===== config.mk =====
export PLATFORM = sky130hd
export DESIGN_NAME = dcc_regs
export DESIGN_NICKNAME = d
export VERILOG_FILES = /design/src/rtl/dcc_regs.v
export VERILOG_INCLUDE_DIRS = /design/src /design/src/rtl
export SDC_FILE = /design/constraint.sdc
export NUM_CORES = 1
export LEC_CHECK = 0
export BUFFER_PORTS_ARGS = -buffer_cell sky130_fd_sc_hd__buf_2
export CORE_UTILIZATION = 50
export DETAILED_ROUTE_END_ITERATION = 8
export GPL_ROUTABILITY_DRIVEN = 0
export PLACE_DENSITY_LB_ADDON = 0.15
export SKIP_LAST_GASP = 1
export SYNTH_ARGS = -nofsm -noshare
export SYNTH_HDL_FRONTEND = slang
export SYNTH_SLANG_ARGS = --single-unit

===== constraint.sdc =====
create_clock -name i_sys_clk -period 4.5 [get_ports i_sys_clk]
set_input_delay 0.225 -clock i_sys_clk [delete_from_list [all_inputs] [get_ports i_sys_clk]]
set_output_delay 0.225 -clock i_sys_clk [all_outputs]
set_load 0.01 [all_outputs]

===== src/rtl/dcc_defines.vh =====
`ifndef DCC_DEFINES_VH
`define DCC_DEFINES_VH

// register map, word offsets per channel: stride 0x10
`define DCC_ADDR_W        8
`define DCC_OFF_TCR       8'h08
`define DCC_OFF_CCR       8'h0C
`define DCC_CH_STRIDE_SH  4
`define DCC_OFF_STATUS    8'h40
`define DCC_OFF_CLEAR     8'h44
`define DCC_OFF_IRQ_EN    8'h48
`define DCC_OFF_GLOBAL    8'h4C

// transfer count layout
`define DCC_TC_W          24
`define DCC_TC_ZERO       24'h000000
`define DCC_TC_ONE        24'h000001

// channel control fields
`define DCC_B_SRC_ATTR_HI 31
`define DCC_B_SRC_ATTR_LO 29
`define DCC_B_SRC_WAIT    28
`define DCC_B_DST_ATTR_HI 27
`define DCC_B_DST_ATTR_LO 25
`define DCC_B_DST_WAIT    24
`define DCC_B_REQ_SAMPLE  19
`define DCC_B_REQ_LEVEL   18
`define DCC_B_ACK_CYCLE   17
`define DCC_B_ACK_POL     16
`define DCC_B_TSIZE_HI    6
`define DCC_B_TSIZE_LO    4
`define DCC_B_IRQ_EN      2
`define DCC_B_TEND        1
`define DCC_B_CH_EN       0
`define DCC_CCR_RESET     32'h00000000
`define DCC_CCR_WMASK     32'hFF0FFFF5
`define DCC_CCR_NO_1816   32'hFFFAFFFF
`define DCC_CCR_DEMAND    32'h00005001
`define DCC_CCR_DEMAND_KEEP 32'h00080FF8

// address decode fields
`define DCC_CH_SEL_HI     5
`define DCC_CH_SEL_LO     4
`define DCC_REG_SEL_HI    3

// request word field that loads the low count byte of channel 0
`define DCC_REQ_TC_HI     55
`define DCC_REQ_TC_LO     48
`define DCC_TC_LOAD_HI    7

// global register bits
`define DCC_B_ON_DEMAND   0

// byte enables for a full longword
`define DCC_BE_ALL        4'hF

`endif


===== src/rtl/dcc_regs.v =====
// The implementer's own choices: the Avalon-MM slave port and the placing of the registers.
`timescale 1ns/1ps
`default_nettype none
`include "dcc_defines.vh"

module dcc_regs #(
  parameter NCH = 4
) (
  input  wire                      i_sys_clk,
  input  wire                      i_resetn,
  input  wire [`DCC_ADDR_W-1:0]    i_avs_address,
  input  wire                      i_avs_read,
  input  wire                      i_avs_write,
  input  wire [31:0]               i_avs_writedata,
  input  wire [3:0]                i_avs_byteenable,
  output reg  [31:0]               o_avs_readdata,
  output reg                       o_avs_waitrequest,
  input  wire [NCH-1:0]            i_unit_done,
  input  wire                      i_req_load,
  input  wire [63:0]               i_req_format,
  output reg  [NCH-1:0]            o_ch_active,
  output reg  [2:0]                o_src_space_type,
  output reg                       o_src_wait_area6,
  output reg  [2:0]                o_dst_space_type,
  output reg                       o_dst_wait_area6,
  output reg  [2:0]                o_unit_bytes_log2,
  output reg                       o_irq
);

  // -------------------------------------------------------------
  // state
  // -------------------------------------------------------------
  reg [`DCC_TC_W-1:0] transfer_count_reg [0:NCH-1];
  reg [31:0]          channel_control_reg [0:NCH-1];
  reg [NCH-1:0]       tend_seen_reg;
  reg [NCH-1:0]       ev_status_reg;
  reg [NCH-1:0]       ev_enable_reg;
  reg                 on_demand_transfer_mode_reg;
  reg                 ack_pending_reg;
  reg [NCH-1:0]       fire_next;
  integer             kc;
  integer             kf;
  integer             kr;
  integer             ko;

  // -------------------------------------------------------------
  // helpers
  // -------------------------------------------------------------
  function [31:0] ccr_mask;
    input integer ch;
    begin
      ccr_mask = `DCC_CCR_WMASK;
      if (ch >= 2)
        ccr_mask = ccr_mask & `DCC_CCR_NO_1816;
    end
  endfunction

  // space attribute code passes through as one of eight types
  function [2:0] space_decode;
    input [2:0] code;
    begin
      space_decode = code;
    end
  endfunction

  wire                     req     = i_avs_read | i_avs_write;
  wire                     hit     = req & ~ack_pending_reg;
  wire                     full_w  = (i_avs_byteenable == `DCC_BE_ALL);
  wire [1:0]               sel_ch  = i_avs_address[`DCC_CH_SEL_HI:`DCC_CH_SEL_LO];
  wire [`DCC_ADDR_W-1:0]   sel_off = {4'h0, i_avs_address[`DCC_REG_SEL_HI:0]};
  wire                     in_ch   = (i_avs_address < `DCC_OFF_STATUS);

  // -------------------------------------------------------------
  // avalon slave: one wait cycle, answer on second cycle
  // -------------------------------------------------------------
  always @(posedge i_sys_clk)
  begin
    if (!i_resetn)
    begin
      ack_pending_reg   <= 1'b0;
      o_avs_waitrequest <= 1'b1;
      o_avs_readdata    <= 32'h00000000;
    end
    else
    begin
      ack_pending_reg   <= hit;
      o_avs_waitrequest <= ~hit;
      o_avs_readdata    <= 32'h00000000;
      if (hit && i_avs_read && full_w)
      begin
        if (in_ch && sel_off == `DCC_OFF_TCR)
          o_avs_readdata <= {8'h00, transfer_count_reg[sel_ch]};
        else if (in_ch && sel_off == `DCC_OFF_CCR)
          o_avs_readdata <= channel_control_reg[sel_ch];
        else if (i_avs_address == `DCC_OFF_STATUS)
          o_avs_readdata <= {{(32-NCH){1'b0}}, ev_status_reg};
        else if (i_avs_address == `DCC_OFF_IRQ_EN)
          o_avs_readdata <= {{(32-NCH){1'b0}}, ev_enable_reg};
        else if (i_avs_address == `DCC_OFF_GLOBAL)
          o_avs_readdata <= {31'h00000000, on_demand_transfer_mode_reg};
      end
    end
  end

  // -------------------------------------------------------------
  // channel registers
  // -------------------------------------------------------------
  always @(posedge i_sys_clk)
  begin
    for (kc = 0; kc < NCH; kc = kc + 1)
    begin
      // count: no reset, holds until written, low byte loaded by a request (channel 0, on-demand mode only) or consumed
      if (hit && i_avs_write && full_w && in_ch && sel_ch == kc
          && sel_off == `DCC_OFF_TCR)
        transfer_count_reg[kc] <= i_avs_writedata[`DCC_TC_W-1:0];
      else if (kc == 0 && on_demand_transfer_mode_reg && i_req_load)
        transfer_count_reg[kc][`DCC_TC_LOAD_HI:0] <=
          i_req_format[`DCC_REQ_TC_HI:`DCC_REQ_TC_LO];
      else if (channel_control_reg[kc][`DCC_B_CH_EN] && i_unit_done[kc])
        transfer_count_reg[kc] <= transfer_count_reg[kc] - `DCC_TC_ONE;
    end
  end

  always @*
  begin
    for (kf = 0; kf < NCH; kf = kf + 1)
      fire_next[kf] = channel_control_reg[kf][`DCC_B_CH_EN] && i_unit_done[kf]
                      && transfer_count_reg[kf] == `DCC_TC_ONE;
  end

  always @(posedge i_sys_clk)
  begin
    if (!i_resetn)
    begin
      for (kr = 0; kr < NCH; kr = kr + 1)
        channel_control_reg[kr] <= `DCC_CCR_RESET;
      tend_seen_reg               <= {NCH{1'b0}};
      ev_status_reg               <= {NCH{1'b0}};
      ev_enable_reg               <= {NCH{1'b0}};
      on_demand_transfer_mode_reg <= 1'b0;
    end
    else
    begin
      for (kr = 0; kr < NCH; kr = kr + 1)
      begin
        if (hit && i_avs_read && full_w && in_ch && sel_ch == kr
            && sel_off == `DCC_OFF_CCR && channel_control_reg[kr][`DCC_B_TEND])
          tend_seen_reg[kr] <= 1'b1;
        if (hit && i_avs_write && full_w && in_ch && sel_ch == kr
            && sel_off == `DCC_OFF_CCR)
        begin
          channel_control_reg[kr] <= (i_avs_writedata & ccr_mask(kr))
            | {{30{1'b0}}, channel_control_reg[kr][`DCC_B_TEND], 1'b0};
          if (!i_avs_writedata[`DCC_B_TEND] && tend_seen_reg[kr] && !fire_next[kr])
          begin
            channel_control_reg[kr][`DCC_B_TEND] <= 1'b0;
            tend_seen_reg[kr] <= 1'b0;
          end
          if (fire_next[kr])
            channel_control_reg[kr][`DCC_B_CH_EN] <= 1'b0;
        end
        else if (kr == 0 && on_demand_transfer_mode_reg && i_req_load)
          channel_control_reg[kr] <= (channel_control_reg[kr] & `DCC_CCR_DEMAND_KEEP)
                                     | `DCC_CCR_DEMAND;
        else if (fire_next[kr])
        begin
          channel_control_reg[kr][`DCC_B_TEND]  <= 1'b1;
          channel_control_reg[kr][`DCC_B_CH_EN] <= 1'b0;
        end
        if (fire_next[kr])
          channel_control_reg[kr][`DCC_B_TEND] <= 1'b1;
      end
      // interrupt registers: set wins over clear
      if (hit && i_avs_write && full_w && i_avs_address == `DCC_OFF_CLEAR)
        ev_status_reg <= (ev_status_reg & ~i_avs_writedata[NCH-1:0]) | fire_next;
      else
        ev_status_reg <= ev_status_reg | fire_next;
      if (hit && i_avs_write && full_w && i_avs_address == `DCC_OFF_IRQ_EN)
        ev_enable_reg <= i_avs_writedata[NCH-1:0];
      if (hit && i_avs_write && full_w && i_avs_address == `DCC_OFF_GLOBAL)
        on_demand_transfer_mode_reg <= i_avs_writedata[`DCC_B_ON_DEMAND];
    end
  end

  // -------------------------------------------------------------
  // registered outputs
  // -------------------------------------------------------------
  always @(posedge i_sys_clk)
  begin
    if (!i_resetn)
    begin
      o_ch_active       <= {NCH{1'b0}};
      o_src_space_type  <= 3'h0;
      o_src_wait_area6  <= 1'b0;
      o_dst_space_type  <= 3'h0;
      o_dst_wait_area6  <= 1'b0;
      o_unit_bytes_log2 <= 3'h0;
      o_irq             <= 1'b0;
    end
    else
    begin
      for (ko = 0; ko < NCH; ko = ko + 1)
        o_ch_active[ko] <= channel_control_reg[ko][`DCC_B_CH_EN];
      // channel 0 attribute view for the bus controller
      o_src_space_type  <= space_decode(channel_control_reg[0]
                           [`DCC_B_SRC_ATTR_HI:`DCC_B_SRC_ATTR_LO]);
      o_src_wait_area6  <= channel_control_reg[0][`DCC_B_SRC_WAIT];
      o_dst_space_type  <= space_decode(channel_control_reg[0]
                           [`DCC_B_DST_ATTR_HI:`DCC_B_DST_ATTR_LO]);
      o_dst_wait_area6  <= channel_control_reg[0][`DCC_B_DST_WAIT];
      o_unit_bytes_log2 <= channel_control_reg[0][`DCC_B_TSIZE_HI:`DCC_B_TSIZE_LO];
      o_irq             <= |((ev_status_reg | fire_next) & ev_enable_reg);
    end
  end

endmodule
`default_nettype wire


==> run_results.csv <==
group,metric,value,unit
synthesis,synth_ff_type,"edfxtp_1",
synthesis,synth_cells,1122,
clocking,cts_sinks,263,
synthesis,synth_seq_cells,263,
power,share_clk_of_total_power,44.4,%
drt,antenna_left,0,
drt,wirelength,35.2,mm
final_layout,layout-drive-gt1-share,20.5,%
power,p_sw_share,22.6,%
power,power.density,366,mW/mm²
synthesis,synth_adder_area_share,0.759,%
place,io_buffers,109,
floorplanning,core,0.0260,mm²
place,dpl.cell_count,1527,
synthesis,yosysWarnings,0,
clocking,cts_buffers,30,
global_route,grt.total_usage,26.7,%
floorplanning,chipWidth,164,µm
critical_path,path_max_fanout,7,
timing,drv_slew,0,
drt,wl_per_cell,22.0,µm
timing,hold_violations,0,
synthesis,synth-xor-area-share,5.45,%
final_layout,area.sequential,0.00727,mm²
critical_path,cp_slowest_cell,"nor4_1",
global_route,grt_first_pass_wirelength,53.2,mm
timing,fin_crit,3.00,ns
synthesis,synth_edf_count,200,
final_layout,syn_to_final_growth,16.0,%
clocking,ctsResizeCount,0,
timing,finalSetupViolCount,0,
global_route,grt_pass1_vias,8844,
drt,num_vias,9426,
synthesis,synth-compound-area-share,7.74,%
final_layout,nFillCells,2192,
global_route,overflow,0,
floorplanning,start_util,50.7,%
timing,slew_headroom,20.6,%
critical_path,path_buf_inv,0,
synthesis,avgSynthCellArea,11.7,µm²
timing,fmax,333,MHz
critical_path,crit_arrival,3.29,ns
final_layout,fin_cells,1599,
floorplanning,die_h,164,µm
clocking,cts_tree,"built",
clocking,h-tree-depth,1,
outcome,outcome,"finished, final reports clean",
clocking,clk_pin_slew,0.06,ns
critical_path,worstSetupPathType,"reg -> reg",
critical_path,cp-end-kind,"flop",
clocking,post_cts_buffers,0,
place,dp_hpwl,23.5,mm
clocking,cts-root-buf,"clkbuf_16",
hold_path,hp-class,"in -> reg",
power,peakVddDrop,0.368,mV
synthesis,synthSimpleGateAreaFrac,19.1,%
flow_run,cap_violations,0,
final_layout,multi_input_area,0.00565,mm²
synthesis,syn_nets,1247,
clocking,clock_path_buffers,3,
drt,remaining_drc_errors,0,
floorplanning,io_pins,166,
power,intPower,4.33,mW
timing,fin_setup_tns,0,ns
power,switching_power,1.26,mW
floorplanning,die_area,0.0270,mm²
global_route,grt_max_degree,60,
final_layout,largest_reg_flops,104,
critical_path,max_stage_delay,0.99,ns
timing,fin_crit_sh,66.7,%
synthesis,async_flop_share,0,%
clocking,clkLatencyLatePin,0.56,ns
global_route,antenna_found_initial,0,
final_layout,antenna_cells,0,
timing,rsz0062_at_grt,"false",
synthesis,synth_top_family_by_area,"simple AND/OR/NAND/NOR gates",
critical_path,cp-start-kind,"flop",
synthesis,yosysSeqAreaShare,55.1,%
critical_path,critical-path-top-delay-family,"simple AND/OR/NAND/NOR gates",
power,leakagePower,5.52,nW
drt,drtIter0Drc,1077,
power,pwr-share-comb,6.7,%
drt,dr.pass1.iters,5,
final_layout,nNetsFinal,1365,
synthesis,synth.distinct_cells,61,
power,sequentialPowerShare,48.9,%
critical_path,worstPathCellList,"nor4_1 -> nand4_1 -> nor3_1 -> xnor2_1 -> a21oi_1",
timing,finClkSkew,0.0159,ns
drt,via_per_inst,5.89,
synthesis,syn_area,0.0132,mm²
critical_path,crit_required,4.79,ns
floorplanning,rows,59,
timing,worstMarginPinSlew,1.18,ns
synthesis,synth_mux_area_share,9.30,%
==> power groups by stage <==
stage | registers [mW] | logic, mW | clock network [mW]
after floorplan | 2.77 | 0.229 | 0
after global placement | 2.78 | 0.356 | 0
after detailed placement | 2.78 | 0.362 | 0
after CTS | 2.73 | 0.375 | 2.51
after global routing | 2.74 | 0.407 | 2.61
final | 2.73 | 0.374 | 2.48
==> tightest hold or removal path, cell delays in order <==
cell	delay, ns
buf_2	0.13
nand2_1	0.05
o21ai_0	0.06
==> kinds of logic (layout without fill, tap and decap cells) <==
family                     count (synthesis)  after routing
xor gates and xnor gates                  82             82
adders and majority gates                  8              8
AOI/OAI and AO/OA                        166            166
muxes                                     61             61
DFF                                      263            263
buffers and inverters                     72            214
and+or+nand+nor                          470            470
==> placed cells by master (no fill, tap or decap), drive strengths merged, types with 4 or more instances in the layout <==
master       count
edfxtp         200
buf            129
and2           110
nand2           93
nor2            91
xnor2           64
dfxtp           63
a21oi           55
o21ai           51
mux4            49
clkbuf          45
nor3            42
nor4            27
nand2b          18
xor2            18
nand3           17
and3            16
dlygate4sd3     16
a22o            14
or4             14
inv             13
or3             13
a31oi           11
mux2i           10
clkinv           9
ha               8
nand4            6
o211ai           5
nor2b            4
o31ai            4
a21o             4
a32oi            4
a41oi            4
or4b             4
==> area by class of cell <==
class	instances	share of cell area [%]
clock inverter	11	0.630
sequential	263	47.5
clock buffer	45	6.11
timing repair buffer	145	5.70
multi-input combinational	787	37.0
inverter	13	0.319
tap	335	2.74
==> path summary, 6_finish.rpt <==
path                                               start                        end  slack [ns]  depth (start not counted)
worst max-delay path            transfer_count_reg[1][5]  transfer_count_reg[1][15]        1.50                          5
worst min register to register          ev_status_reg[2]           ev_status_reg[2]        0.46                          2
worst max register to register  transfer_count_reg[1][5]  transfer_count_reg[1][15]        1.50                          5
worst min-delay path                 i_avs_writedata[23]  transfer_count_reg[3][23]        0.02                          3
==> repair_timing <==
action                     4_1_cts  5_1_grt
hold endpoints to repair        41        0
setup endpoints to repair        0        0
hold buffers                    16        0
==> metal layers <==
layer	vias up	GRT usage (%)	wire length [µm]
li1	4398	-	-
met1	4607	38.6	15400
met2	369	42.4	16500
met3	52	3.66	2610
met4	0	6.82	709
met5	-	0	0
==> cell usage after synthesis, types with 16 or more instances <==
cell type | count | area [µm²]
edfxtp_1 | 200 | 6010
and2_1 | 110 | 688
nand2_1 | 93 | 349
nor2_1 | 91 | 342
xnor2_1 | 64 | 561
dfxtp_1 | 63 | 1260
a21oi_1 | 55 | 275
mux4_2 | 49 | 1100
o21ai_0 | 41 | 205
nor3_1 | 40 | 200
clkbuf_1 | 35 | 131
nor4_1 | 26 | 163
nand2b_1 | 18 | 113
xor2_1 | 18 | 158
and3_1 | 16 | 100
nand3_1 | 16 | 80.1
==> metrics by stage <==
| step | setup WS [ns] | hold slack (ns) | util [%] | total power, mW | cell area (µm²) |
|---|---|---|---|---|---|
| after floorplan | 0.826 | 0.357 | - | 3.00 | 13200 |
| after global placement | 1.37 | 0.447 | 54.3 | 3.14 | 14100 |
| after detailed placement | 1.36 | 0.459 | 54.3 | 3.14 | 14100 |
| after CTS | 1.55 | 0.00246 | 58.8 | 5.62 | 15300 |
| after global routing | 1.37 | 0.0124 | 58.8 | 5.75 | 15300 |
| final | 1.50 | 0.0238 | 58.8 | 5.59 | 15300 |
(Power assumes the default switching activity.)
